### src/hw/etp_defs.vh
// Constants for the enhanced timer pulse/capture block
`ifndef ETP_DEFS_VH
`define ETP_DEFS_VH
// ----------------------------------------
// Register byte offsets
// ----------------------------------------
`define ETP_OFF_CTRL1 8'h00
`define ETP_OFF_CTRL2 8'h04
`define ETP_OFF_COMPARE_A_VALUE 8'h08
`define ETP_OFF_COMPARE_B_VALUE 8'h0c
`define ETP_OFF_CNT 8'h10
`define ETP_OFF_FLAG 8'h14
// ----------------------------------------
// Control one fields
// ----------------------------------------
`define ETP_C1_RUN 0
`define ETP_C1_CCLR 1
`define ETP_C1_PER_LO 2
`define ETP_C1_PER_HI 4
`define ETP_C1_ALIGN_LO 5
`define ETP_C1_ALIGN_HI 6
`define ETP_C1_MA_LO 7
`define ETP_C1_MA_HI 8
`define ETP_C1_IOA_LO 9
`define ETP_C1_IOA_HI 10
`define ETP_C1_INITA 11
`define ETP_C1_POLA 12
// ----------------------------------------
// Control two fields
// ----------------------------------------
`define ETP_C2_MB_LO 0
`define ETP_C2_MB_HI 1
`define ETP_C2_IOB_LO 2
`define ETP_C2_IOB_HI 3
`define ETP_C2_INITB 4
`define ETP_C2_POLB 5
`define ETP_C2_BSEL_LO 6
`define ETP_C2_BSEL_HI 7
// ----------------------------------------
// Flag bits and encodings
// ----------------------------------------
`define ETP_FL_A 0
`define ETP_FL_B 1
`define ETP_FL_P 2
`define ETP_MODE_CMP 2'h0
`define ETP_MODE_CAP 2'h1
`define ETP_MODE_PWM 2'h2
`define ETP_MODE_TMR 2'h3
`define ETP_IO_LOW 2'h0
`define ETP_IO_HIGH 2'h1
`define ETP_IO_PWM 2'h2
`define ETP_IO_SPL 2'h3
`define ETP_EDGE_RISE 2'h0
`define ETP_EDGE_FALL 2'h1
`define ETP_EDGE_BOTH 2'h2
`define ETP_ALIGN_CTR 2'h3
`define ETP_CNT_W 10
`define ETP_CNT_ZERO 10'h000
`define ETP_CNT_ONE 10'h001
`define ETP_PER_SHIFT 7
`define ETP_PER_MAX 11'h400
`define ETP_RESP_OK 2'h0
`define ETP_RESP_ERR 2'h2
`endif

### src/hw/etp_edge_sync.v
// Two-stage pin synchroniser with edge detect
`timescale 1ns/1ps
module etp_edge_sync (
	// Clock and reset
	input wire clk,
	input wire rst,
	// Pin and results
	input wire pinIn,
	output reg level,
	output wire rise,
	output wire fall
);
	reg meta_r;
	reg sync_r;
	// First stage feeds only the second
	always @(posedge clk) begin
		if (rst) begin
			meta_r <= 1'b0;
			sync_r <= 1'b0;
			level <= 1'b0;
		end else begin
			meta_r <= pinIn;
			sync_r <= meta_r;
			level <= sync_r;
		end
	end
	assign rise = sync_r & ~level;
	assign fall = ~sync_r & level;
endmodule // etp_edge_sync

### src/hw/etp_timer.v
// Enhanced timer: centre PWM, single pulse and capture, AXI4-Lite registers
//
// Chosen here: the AXI4-Lite interface to the registers and the register addresses.
`timescale 1ns/1ps
`include "etp_defs.vh"
module etp_timer (
	// Clock and reset
	input wire clk,
	input wire rst,
	// AXI4-Lite write address and data
	input wire [7:0] s_axi_awaddr,
	input wire s_axi_awvalid,
	output reg s_axi_awready,
	input wire [31:0] s_axi_wdata,
	input wire [3:0] s_axi_wstrb,
	input wire s_axi_wvalid,
	output reg s_axi_wready,
	// AXI4-Lite write response
	output reg [1:0] s_axi_bresp,
	output reg s_axi_bvalid,
	input wire s_axi_bready,
	// AXI4-Lite read
	input wire [7:0] s_axi_araddr,
	input wire s_axi_arvalid,
	output reg s_axi_arready,
	output reg [31:0] s_axi_rdata,
	output reg [1:0] s_axi_rresp,
	output reg s_axi_rvalid,
	input wire s_axi_rready,
	// Timer pins
	input wire extTimerClockPin,
	input wire timerPinAIn,
	input wire timerPinBIn,
	output reg timerPinA,
	output reg [2:0] timerPinB
);
	// ----------------------------------------
	// Registers
	// ----------------------------------------
	reg [12:0] ctrlOne_r;
	reg [7:0] ctrlTwo_r;
	reg [9:0] compare_a_value_r;
	reg [9:0] compare_b_value_r;
	reg [9:0] cnt_r;
	reg [2:0] flag_r;
	reg runPrev_r;
	reg down_r;
	reg outA_r;
	reg outB_r;
	reg awHeld_r;
	reg wHeld_r;
	reg [7:0] awAddr_r;
	reg [31:0] wData_r;
	reg [3:0] wStrb_r;
	wire ckLvl, ckRise, ckFall, aLvl, aRise, aFall, bLvl, bRise, bFall;
	etp_edge_sync uSyncCk (.clk(clk), .rst(rst), .pinIn(extTimerClockPin),
		.level(ckLvl), .rise(ckRise), .fall(ckFall));
	etp_edge_sync uSyncA (.clk(clk), .rst(rst), .pinIn(timerPinAIn),
		.level(aLvl), .rise(aRise), .fall(aFall));
	etp_edge_sync uSyncB (.clk(clk), .rst(rst), .pinIn(timerPinBIn),
		.level(bLvl), .rise(bRise), .fall(bFall));
	// ----------------------------------------
	// Field decode
	// ----------------------------------------
	wire run = ctrlOne_r[`ETP_C1_RUN];
	wire cclr = ctrlOne_r[`ETP_C1_CCLR];
	wire [2:0] perField = ctrlOne_r[`ETP_C1_PER_HI:`ETP_C1_PER_LO];
	wire [1:0] alignSel = ctrlOne_r[`ETP_C1_ALIGN_HI:`ETP_C1_ALIGN_LO];
	wire [1:0] modeA = ctrlOne_r[`ETP_C1_MA_HI:`ETP_C1_MA_LO];
	wire [1:0] ioA = ctrlOne_r[`ETP_C1_IOA_HI:`ETP_C1_IOA_LO];
	wire [1:0] modeB = ctrlTwo_r[`ETP_C2_MB_HI:`ETP_C2_MB_LO];
	wire [1:0] ioB = ctrlTwo_r[`ETP_C2_IOB_HI:`ETP_C2_IOB_LO];
	wire [1:0] bSel = ctrlTwo_r[`ETP_C2_BSEL_HI:`ETP_C2_BSEL_LO];
	wire runRise = run & ~runPrev_r;
	wire capMode = (modeA == `ETP_MODE_CAP) && (modeB == `ETP_MODE_CAP);
	wire pwmMode = (modeA == `ETP_MODE_PWM) && (ioA != `ETP_IO_SPL);
	wire splMode = (modeA == `ETP_MODE_PWM) && (ioA == `ETP_IO_SPL) && (ioB == `ETP_IO_SPL);
	wire centre = pwmMode && (alignSel == `ETP_ALIGN_CTR);
	// Period field 000 means the full 1024 count
	wire [10:0] perSpan = (perField == 3'h0) ? `ETP_PER_MAX : ({8'h00, perField} << `ETP_PER_SHIFT);
	wire [9:0] perTop = perSpan[9:0] - `ETP_CNT_ONE;
	// Centre mode turns at the span itself, so 000 saturates at the top count
	wire [9:0] centreTop = (perField == 3'h0) ? perTop : perSpan[9:0];
	wire [9:0] topVal = (cclr && !capMode) ? compare_a_value_r : (centre ? centreTop : perTop);
	wire matchA = run && (cnt_r == compare_a_value_r);
	wire matchB = run && (cnt_r == compare_b_value_r);
	wire matchP = run && (cnt_r == topVal);
	// Capture edge decision per pin
	function capHit;
		input [1:0] sel;
		input r;
		input f;
		begin
			case (sel)
				`ETP_EDGE_RISE: capHit = r;
				`ETP_EDGE_FALL: capHit = f;
				`ETP_EDGE_BOTH: capHit = r | f;
				default: capHit = 1'b0;
			endcase
		end
	endfunction
	// Shared pins count only in capture mode, where their outputs are held low
	wire capA = capMode && run && capHit(ioA, aRise, aFall);
	wire capB = capMode && run && capHit(ioB, bRise, bFall);
	// Forced or waveform pin level
	function pinLvl;
		input [1:0] io;
		input wave;
		input pol;
		begin
			case (io)
				`ETP_IO_LOW: pinLvl = 1'b0;
				`ETP_IO_HIGH: pinLvl = 1'b1;
				default: pinLvl = wave ^ pol;
			endcase
		end
	endfunction
	// ----------------------------------------
	// AXI4-Lite slave
	// ----------------------------------------
	// Ready pulses once per beat; a held beat waits here until the previous response is taken
	wire wrGo = awHeld_r && wHeld_r && !s_axi_bvalid;
	wire wrCtrl1 = wrGo && (awAddr_r == `ETP_OFF_CTRL1);
	wire wrFlag = wrGo && (awAddr_r == `ETP_OFF_FLAG);
	wire wrKnown = (awAddr_r == `ETP_OFF_CTRL1) || (awAddr_r == `ETP_OFF_CTRL2) ||
		(awAddr_r == `ETP_OFF_COMPARE_A_VALUE) || (awAddr_r == `ETP_OFF_COMPARE_B_VALUE) || (awAddr_r == `ETP_OFF_FLAG);
	always @(posedge clk) begin
		if (rst) begin
			s_axi_awready <= 1'b0;
			s_axi_wready <= 1'b0;
			s_axi_bvalid <= 1'b0;
			s_axi_bresp <= `ETP_RESP_OK;
			awHeld_r <= 1'b0;
			wHeld_r <= 1'b0;
			awAddr_r <= 8'h00;
			wData_r <= 32'h0000_0000;
			wStrb_r <= 4'h0;
		end else begin
			s_axi_awready <= !awHeld_r && !s_axi_awready && s_axi_awvalid;
			s_axi_wready <= !wHeld_r && !s_axi_wready && s_axi_wvalid;
			if (s_axi_awvalid && s_axi_awready) begin
				awHeld_r <= 1'b1;
				awAddr_r <= s_axi_awaddr;
			end
			if (s_axi_wvalid && s_axi_wready) begin
				wHeld_r <= 1'b1;
				wData_r <= s_axi_wdata;
				wStrb_r <= s_axi_wstrb;
			end
			if (wrGo) begin
				s_axi_bvalid <= 1'b1;
				s_axi_bresp <= wrKnown ? `ETP_RESP_OK : `ETP_RESP_ERR;
				awHeld_r <= 1'b0;
				wHeld_r <= 1'b0;
			end else if (s_axi_bvalid && s_axi_bready) begin
				s_axi_bvalid <= 1'b0;
			end
		end
	end
	always @(posedge clk) begin
		if (rst) begin
			s_axi_arready <= 1'b0;
			s_axi_rvalid <= 1'b0;
			s_axi_rdata <= 32'h0000_0000;
			s_axi_rresp <= `ETP_RESP_OK;
		end else begin
			s_axi_arready <= !s_axi_arready && !s_axi_rvalid && s_axi_arvalid;
			if (s_axi_arvalid && s_axi_arready) begin
				s_axi_rvalid <= 1'b1;
				s_axi_rresp <= `ETP_RESP_OK;
				case (s_axi_araddr)
					`ETP_OFF_CTRL1: s_axi_rdata <= {19'h0, ctrlOne_r};
					`ETP_OFF_CTRL2: s_axi_rdata <= {24'h0, ctrlTwo_r};
					`ETP_OFF_COMPARE_A_VALUE: s_axi_rdata <= {22'h0, compare_a_value_r};
					`ETP_OFF_COMPARE_B_VALUE: s_axi_rdata <= {22'h0, compare_b_value_r};
					`ETP_OFF_CNT: s_axi_rdata <= {22'h0, cnt_r};
					`ETP_OFF_FLAG: s_axi_rdata <= {29'h0, flag_r};
					default: begin
						s_axi_rdata <= 32'h0000_0000;
						s_axi_rresp <= `ETP_RESP_ERR;
					end
				endcase
			end else if (s_axi_rvalid && s_axi_rready) begin
				s_axi_rvalid <= 1'b0;
			end
		end
	end
	// ----------------------------------------
	// Control and compare registers
	// ----------------------------------------
	// Hardware run changes beat a software write in the same cycle
	always @(posedge clk) begin
		if (rst) begin
			ctrlOne_r <= 13'h0000;
			ctrlTwo_r <= 8'h00;
			compare_a_value_r <= `ETP_CNT_ZERO;
			compare_b_value_r <= `ETP_CNT_ZERO;
		end else begin
			if (wrCtrl1 && wStrb_r[0])
				ctrlOne_r[7:0] <= wData_r[7:0];
			if (wrCtrl1 && wStrb_r[1])
				ctrlOne_r[12:8] <= wData_r[12:8];
			if (wrGo && (awAddr_r == `ETP_OFF_CTRL2) && wStrb_r[0])
				ctrlTwo_r <= wData_r[7:0];
			if (wrGo && (awAddr_r == `ETP_OFF_COMPARE_A_VALUE) && wStrb_r[0])
				compare_a_value_r[7:0] <= wData_r[7:0];
			if (wrGo && (awAddr_r == `ETP_OFF_COMPARE_A_VALUE) && wStrb_r[1])
				compare_a_value_r[9:8] <= wData_r[9:8];
			if (wrGo && (awAddr_r == `ETP_OFF_COMPARE_B_VALUE) && wStrb_r[0])
				compare_b_value_r[7:0] <= wData_r[7:0];
			if (wrGo && (awAddr_r == `ETP_OFF_COMPARE_B_VALUE) && wStrb_r[1])
				compare_b_value_r[9:8] <= wData_r[9:8];
			if (splMode && !run && ckRise)
				ctrlOne_r[`ETP_C1_RUN] <= 1'b1;
			// A stale count left from the last pulse must not end the new one
			if (splMode && matchA && !runRise)
				ctrlOne_r[`ETP_C1_RUN] <= 1'b0;
			if (capA)
				compare_a_value_r <= cnt_r;
			if (capB)
				compare_b_value_r <= cnt_r;
		end
	end
	// ----------------------------------------
	// Counter
	// ----------------------------------------
	always @(posedge clk) begin
		if (rst) begin
			cnt_r <= `ETP_CNT_ZERO;
			down_r <= 1'b0;
			runPrev_r <= 1'b0;
		end else begin
			runPrev_r <= run;
			if (runRise) begin
				cnt_r <= `ETP_CNT_ZERO;
				down_r <= 1'b0;
			end else if (!run) begin
				down_r <= 1'b0;
			end else if (splMode) begin
				cnt_r <= cnt_r + `ETP_CNT_ONE;
			end else if (centre) begin
				// Up to the top, then back down to zero
				if (!down_r && cnt_r >= topVal) begin
					down_r <= 1'b1;
					cnt_r <= cnt_r - `ETP_CNT_ONE;
				end else if (down_r && cnt_r == `ETP_CNT_ZERO) begin
					down_r <= 1'b0;
					cnt_r <= `ETP_CNT_ONE;
				end else if (down_r) begin
					cnt_r <= cnt_r - `ETP_CNT_ONE;
				end else begin
					cnt_r <= cnt_r + `ETP_CNT_ONE;
				end
			end else if (matchP) begin
				cnt_r <= `ETP_CNT_ZERO;
			end else begin
				cnt_r <= cnt_r + `ETP_CNT_ONE;
			end
		end
	end
	// ----------------------------------------
	// Flags, set wins over software clear
	// ----------------------------------------
	wire setA = (!capMode && matchA) || capA;
	wire setB = (!capMode && matchB) || capB;
	// Centre mode flags the period at the bottom of the down slope
	wire setP = centre ? (run && down_r && cnt_r == `ETP_CNT_ZERO) :
		(matchP && !splMode && (capMode || !cclr));
	always @(posedge clk) begin
		if (rst) begin
			flag_r <= 3'h0;
		end else begin
			// Write one to clear
			flag_r <= (flag_r & ~((wrFlag && wStrb_r[0]) ? wData_r[2:0] : 3'h0)) | {setP, setB, setA};
		end
	end
	// ----------------------------------------
	// Output waveforms
	// ----------------------------------------
	always @(posedge clk) begin
		if (rst) begin
			outA_r <= 1'b0;
			outB_r <= 1'b0;
		end else if (runRise) begin
			outA_r <= splMode ? 1'b0 : ctrlOne_r[`ETP_C1_INITA];
			outB_r <= splMode ? 1'b0 : ctrlTwo_r[`ETP_C2_INITB];
		end else if (splMode) begin
			if (!run || matchA) begin
				outA_r <= 1'b0;
				outB_r <= 1'b0;
			end else begin
				// Leading edge one cycle after the restart keeps the width equal to compare A
				if (cnt_r == `ETP_CNT_ZERO)
					outA_r <= 1'b1;
				if (matchB)
					outB_r <= 1'b1;
			end
		end else if (pwmMode && run) begin
			// Waveform runs regardless of pin forcing
			outA_r <= cnt_r < compare_a_value_r;
			outB_r <= cnt_r < compare_b_value_r;
		end else if (!run) begin
			outA_r <= ctrlOne_r[`ETP_C1_INITA];
			outB_r <= ctrlTwo_r[`ETP_C2_INITB];
		end
	end
	wire pinAVal = capMode ? 1'b0 : pinLvl(ioA, outA_r ^ ~ctrlOne_r[`ETP_C1_INITA], ctrlOne_r[`ETP_C1_POLA]);
	wire pinBVal = capMode ? 1'b0 : pinLvl(ioB, outB_r ^ ~ctrlTwo_r[`ETP_C2_INITB], ctrlTwo_r[`ETP_C2_POLB]);
	always @(posedge clk) begin
		if (rst) begin
			timerPinA <= 1'b0;
			timerPinB <= 3'h0;
		end else begin
			timerPinA <= (pwmMode && cclr) ? 1'b0 : (splMode ? outA_r : pinAVal);
			timerPinB <= {bSel == 2'h2, bSel == 2'h1, bSel == 2'h0} & {3{splMode ? outB_r : pinBVal}};
		end
	end
	wire unusedPins = ckLvl & ckFall & aLvl & bLvl;
endmodule // etp_timer

### config.mk
export PLATFORM = sky130hd
export DESIGN_NAME = etp_timer
export DESIGN_NICKNAME = d
export VERILOG_FILES = /design/src/hw/etp_edge_sync.v /design/src/hw/etp_timer.v
export VERILOG_INCLUDE_DIRS = /design/src /design/src/hw
export SDC_FILE = /design/constraint.sdc
export NUM_CORES = 1
export LEC_CHECK = 0
export ABC_CLOCK_PERIOD_IN_PS = 2600
export BUFFER_PORTS_ARGS = -buffer_cell sky130_fd_sc_hd__buf_2
export CORE_MARGIN = 2
export CORE_UTILIZATION = 52
export DETAILED_ROUTE_END_ITERATION = 8
export PLACE_DENSITY = 0.82
export SLEW_MARGIN = 20
export SYNTH_ARGS = -nofsm -noshare
export SYNTH_HDL_FRONTEND = slang
export SYNTH_HIERARCHICAL = 1
export SYNTH_SLANG_ARGS = --single-unit
### constraint.sdc
create_clock -name clk -period 2.6 [get_ports clk]
set_input_delay 0.52 -clock clk [delete_from_list [all_inputs] [get_ports clk]]
set_output_delay 0.52 -clock clk [all_outputs]
set_load 0.005 [all_outputs]
==> impl_results.md, run 1 <==
* Status: complete, but fails checks
* Violated checks: negative setup slack
* Global-route wire length before repair at 30.3 mm
* Synth-to-layout area growth at 21.5%
* Post-cts hold buffer count at 0
* Worst Max-Slew Pin Slew at 0.776 ns
* Largest delay share family, worst path: compound AO/OA/AOI/OAI gates
* Reg-to-Reg Start: ctrlOne_r[7]$_SDFFE_PP0P_
* CTS tree: built
* Ports at 107
* CP Capture Type: register
* Port bufs at 64
* RSZ-0062 raised after global routing: yes
* CP max-delay cell: a211o_1
* Die height at 117 um
* Most frequent cells in the layout: dfxtp_1 (112), nor2_1 (97), nand2_1 (83)
* Mapped Cells at 810
* Number of buffers created by CTS at 17
* Crit path from: ctrlOne_r[7]$_SDFFE_PP0P_
* Max Cap Viol at 0
* DIE AREA at 0.0136 mm^2
* Fmax at 343 MHz
* Reg clk slew, reported paths at 0.05 ns
* Final setup margin at -0.316 ns
* Hold Path Class: in2reg
* Setup-failing EPs final at 10
* Initial DRT Pass Iterations at 6
* Htree depth at 4
* Non-Filler Instances at 1086
* Final ANT Viol Nets at 0
* Max Slew Vio Count at 0
* GRT Total Usage at 29.2%
* Share of layout cells above drive strength 1 at 21.8%
* Ant. Diodes at 0
* CP Cell Sequence: and2b_1 > and4_4 > nand2_2 > mux2i_1 > a21oi_1 > ha_1 > nand4_1 > nor2_2 > a211o_1 > o41ai_4 > buf_4 > mux2i_2 > a211oi_2
* Placed Cells at 1051
* Reg2Reg Capture Point: cnt_r[1]$_SDFFE_PP0P_
* Die X at 117 um
* Core region area at 0.0125 mm^2
* Fillers at 1046
* Clock Latency Late Sink at 0.43 ns
* Starting Density at 52.8%
* Synth Area per Inst at 8.16 um^2
* Mapped cell area at 0.00661 mm^2
* Row count at 41
* Rel. slew slack at 46.9%
* R2R setup slack at -0.32 ns
* Drt via density at 5.95
* Hold Crit Depth at 2
* Worst setup SP type: register
* Largest net degree at the start of global routing at 51
* Yosys warnings at 6
* Max IR drop VDD at 460 uV
* Congestion Overflow GR at 0
* Residual DRC at 0
* Clock Sinks at 116
* Pwr dens at 526 mW/mm^2
* Minimum clock period at 2.92 ns
* DRT iter0 DRCs at 494
* CP peak stage delay at 0.34 ns
* Antenna violations before repair at 0
* Clk buf depth at 2
* Fin nets at 999
* Total Routed Length at 19.3 mm
* HPWL reported at the end of detailed placement at 13.3 mm
* Dpl ws at -0.484 ns
* Hold Vio Cnt, Final at 0
* Root Buffer: clkbuf_16
* Leakage at 3.35 nW
* GPL Wtd Cong at 0.988
* Final period util at 112%
* Setup CP Type: reg2reg
* WP buf/inv at 1
* FF-to-FF path depth at 13
* Via count at 6462
* Commonest non-fill, non-tap cell in the layout: dfxtp_1
* WP depth at 13
* Routed length per placed instance at 17.8 um
* Worst Skew at 0.0165 ns
* CP max FO at 4
* Worst setup path endpoint: cnt_r[1]$_SDFFE_PP0P_
* Vias in the first global route at 6138
* Req. time, crit path at 2.93 ns
* WP data arrival at 3.25 ns
-- metal layers --
metal	part of all wire [%]	GRT usage (%)	up-vias
met5	0	0	-
met4	5.8	18.8	0
met3	7.5	8.15	99
met2	46	45.9	330
met1	41	35.1	3013
li1	-	-	3020
-- power breakdown --
| part | switching [mW] | internal [mW] | leakage [nW] |
|---|---|---|---|
| Sequential | 0.0272 | 1.80 | 0.941 |
| Clock | 0.829 | 1.40 | 0.274 |
| Combinational | 0.105 | 0.0659 | 2.14 |
-- flip-flops by register name, indices dropped and copies added (netlist names), 2 cells and up --
name               cells
ctrlOne_r             13
s_axi_rdata           13
wData_r               13
cnt_r                 10
compare_a_value_r     10
compare_b_value_r     10
awAddr_r               8
ctrlTwo_r              8
flag_r                 3
timerPinB              3
wStrb_r                2
-- worst min-delay path by stage --
| stage | start | to | slack [ns] |
|---|---|---|---|
| 2_1_floorplan | uSyncA/meta_r$_SDFF_PP0_ | uSyncA/sync_r$_SDFF_PP0_ | 0.41 |
| 5_1_grt | extTimerClockPin | uSyncCk/meta_r$_SDFF_PP0_ | 0.32 |
| 4_1_cts | extTimerClockPin | uSyncCk/meta_r$_SDFF_PP0_ | 0.30 |
| 6_report | extTimerClockPin | uSyncCk/meta_r$_SDFF_PP0_ | 0.31 |
| 3_5_place_dp | uSyncCk/meta_r$_SDFF_PP0_ | uSyncCk/sync_r$_SDFF_PP0_ | 0.42 |
| 3_3_place_gp | uSyncB/meta_r$_SDFF_PP0_ | uSyncB/sync_r$_SDFF_PP0_ | 0.42 |
-- layout make-up --
cell class                      instances  area (um^2)  share of cell area (%)
Sequential cell                       116         2330                    29.0
Clock inverter                          8         77.6                   0.966
Multi-Input combinational cell        617         4050                    50.4
Clock buffer                           22          484                    6.03
Tap cell                              172          215                    2.68
Inverter                               28          105                    1.31
Timing Repair Buffer                  123          773                    9.62
-- timing repair --
item,in CTS,in global routing
buffers inserted,1,4
resized for setup,17,18
pin swaps,14,7
endpoints found under the setup margin,11,12
-- stage by stage --
step | hold WS, ns | instance area (um^2) | utilization [%] | setup TNS, ns | power [mW]
after CTS | 0.298 | 7950 | 63.5 | -1.86 | 4.23
after global routing | 0.321 | 8030 | 64.2 | -3.40 | 4.34
after global placement | 0.416 | 7300 | 58.3 | -2.98 | 2.03
final | 0.306 | 8030 | 64.2 | -2.26 | 4.23
after floorplan | 0.414 | 6720 | - | -0.954 | 1.99
after detailed placement | 0.425 | 7300 | 58.3 | -3.90 | 2.03
Power figures use the tool's default switching activity.
==> run 2, diff against run 1 <==
--- a/config.mk
+++ b/config.mk
@@ -11,6 +11,7 @@
 export CORE_MARGIN = 2
 export CORE_UTILIZATION = 52
 export DETAILED_ROUTE_END_ITERATION = 8
+export GPL_TIMING_DRIVEN = 0
 export PLACE_DENSITY = 0.82
 export SLEW_MARGIN = 20
 export SYNTH_ARGS = -nofsm -noshare
==> impl_results.md, run 2 (synthesis results as in run 1) <==
* Rel. slew slack at 50.2% (was 46.9%)
* Hold Path Class: in2reg (unchanged)
* Setup TNS at -3.50 ns (was -2.26 ns)
* Ports at 107 (unchanged)
* Starting Density at 52.8% (unchanged)
* Clock power share at 54.5% (was 52.7%)
* Reg clk slew, reported paths at 0.06 ns (was 0.05 ns)
* Placed Cells at 1066 (was 1051)
* Core region area at 0.0125 mm^2 (unchanged)
* Clock Sinks at 116 (unchanged)
* Most frequent cells in the layout: dfxtp_1 (112), nor2_1 (98), nand2_1 (82) (was dfxtp_1 (112), nor2_1 (97), nand2_1 (83))
* Drt via density at 5.90 (was 5.95)
* Leakage at 3.37 nW (was 3.35 nW)
* CP Capture Type: register (unchanged)
* Residual DRC at 0 (unchanged)
* Routed length per placed instance at 18.3 um (was 17.8 um)
* Worst setup SP type: register (unchanged)
* Net Sw Power at 1.06 mW (was 0.961 mW)
* Share of layout cells above drive strength 1 at 20.0% (was 21.8%)
* RSZ-0062 raised after global routing: yes (unchanged)
* Violated checks: negative setup slack (unchanged)
* Setup CP Type: reg2reg (unchanged)
* Row count at 41 (unchanged)
* Root Buffer: clkbuf_16 (unchanged)
* Commonest non-fill, non-tap cell in the layout: dfxtp_1 (unchanged)
* Congestion Overflow GR at 0 (unchanged)
* CP max FO at 8 (was 4)
* Biggest regs: ctrlOne_r (13), s_axi_rdata (13), wData_r (13) (unchanged)
* HPWL reported at the end of detailed placement at 14.2 mm (was 13.3 mm)
* Worst Max-Slew Pin Slew at 0.741 ns (was 0.776 ns)
* Largest net degree at the start of global routing at 17 (was 51)
* Pwr dens at 550 mW/mm^2 (was 526 mW/mm^2)
* Max Cap Viol at 0 (unchanged)
* GRT Total Usage at 30.3% (was 29.2%)
* Antenna violations before repair at 0 (unchanged)
* Hold Vio Cnt, Final at 0 (unchanged)
* WP data arrival at 3.36 ns (was 3.25 ns)
* Final setup margin at -0.440 ns (was -0.316 ns)
* Number of buffers created by CTS at 17 (unchanged)
* Clock Latency Late Sink at 0.43 ns (about the same)
* Final ANT Viol Nets at 0 (unchanged)
* Status: complete, but fails checks (unchanged)
* Ant. Diodes at 0 (unchanged)
* Flop pwr share at 40.9% (was 43.3%)
* Comb pwr share at 4.7% (was 4.0%)
* Req. time, crit path at 2.92 ns (was 2.93 ns)
* Pint at 3.40 mW (was 3.27 mW)
* Minimum clock period at 3.04 ns (was 2.92 ns)
* Port bufs at 64 (unchanged)
* Synth-to-layout area growth at 22.9% (was 21.5%)
* Util after Layout at 64.9% (was 64.2%)
* Switching share of total power at 23.8% (was 22.7%)
* Die height at 117 um (unchanged)
* Worst Skew at 0.00922 ns (was 0.0165 ns)
* Fin nets at 1024 (was 999)
* Fmax at 329 MHz (was 343 MHz)
* Clk buf depth at 2 (unchanged)
* Max IR drop VDD at 545 uV (was 460 uV)
* Non-Filler Instances at 1113 (was 1086)
* Vias in the first global route at 5910 (was 6138)
* Worst hold margin at 0.301 ns (was 0.306 ns)
* Htree depth at 4 (unchanged)
* Final period util at 117% (was 112%)
* GPL Wtd Cong at 0.993 (was 0.988)
* Global-route wire length before repair at 31.0 mm (was 30.3 mm)
* Post-cts hold buffer count at 0 (unchanged)
* DRT iter0 DRCs at 669 (was 494)
* Via count at 6570 (was 6462)
* Setup-failing EPs final at 11 (was 10)
* CTS tree: built (unchanged)
* Max Slew Vio Count at 0 (unchanged)
* DIE AREA at 0.0136 mm^2 (unchanged)
* Final Power at 4.47 mW (was 4.23 mW)
* Initial DRT Pass Iterations at 5 (was 6)
* Die X at 117 um (unchanged)
* Total Routed Length at 20.4 mm (was 19.3 mm)
-- run 2: what timing repair did --
item | 4_1_cts | 5_1_grt
pin swaps | 20 | 8
resized for setup | 23 | 20
endpoints found under the setup margin | 12 | 14
setup buffers | 12 | 4
-- run 2: final timing paths --
kind                                   from                   endpoint  slack [ns]  cells after the start
hold / removal                  timerPinAIn   uSyncA/meta_r$_SDFF_PP0_        0.30                      2
hold reg to reg   uSyncCk/meta_r$_SDFF_PP0_  uSyncCk/sync_r$_SDFF_PP0_        0.44                      1
setup / recovery  ctrlOne_r[7]$_SDFFE_PP0P_      cnt_r[8]$_SDFFE_PP0P_       -0.44                     14
setup reg to reg  ctrlOne_r[7]$_SDFFE_PP0P_      cnt_r[8]$_SDFFE_PP0P_       -0.44                     14
-- run 2: area by class of cell --
cell class | instances | area, um^2
buffer | 69 | 370
clock buffer | 18 | 429
clock inverter | 14 | 179
fill | 1083 | 4390
inverter | 28 | 105
multi-input combinational | 617 | 4050
sequential | 116 | 2330
tap | 172 | 215
timing repair buffer | 79 | 444
-- run 2: per-stage QoR --
stage | instance area (um^2) | worst slack [ns]
finish | 8130 | -0.440
global route | 8130 | -0.502
CTS | 8040 | -0.418
detailed placement | 7260 | -0.724
global placement | 7260 | -0.662
floorplan | 6720 | -0.176
-- run 2: worst max-delay path: stages (launching register included) --
cell	delay (ns)
dfxtp_2	0.33
and2b_2	0.22
and4_1	0.15
buf_6	0.14
nand2_4	0.06
mux2i_2	0.23
a21oi_1	0.10
ha_2	0.33
nand4_1	0.13
or3_4	0.40
a21oi_4	0.20
o41ai_4	0.11
buf_6	0.15
buf_4	0.13
a211o_1	0.24
-- run 2: power groups by stage --
stage          Sequential (mW)  Combinational (mW)  Clock, mW
2_1_floorplan             1.86               0.130          0
3_3_place_gp              1.86               0.201          0
3_5_place_dp              1.87               0.203          0
4_1_cts                   1.82               0.205       2.42
5_1_grt                   1.83               0.230       2.51
6_report                  1.83               0.208       2.43
-- run 2: per-layer routing --
layer  global-route usage [%]  part of all wire, %  vias to the layer above
met5                        0                    0                        -
met4                     16.9                  6.1                        0
met3                     7.21                  9.0                      121
li1                         -                    -                     3080
met1                     37.9                   40                     2967
met2                     48.1                   45                      402
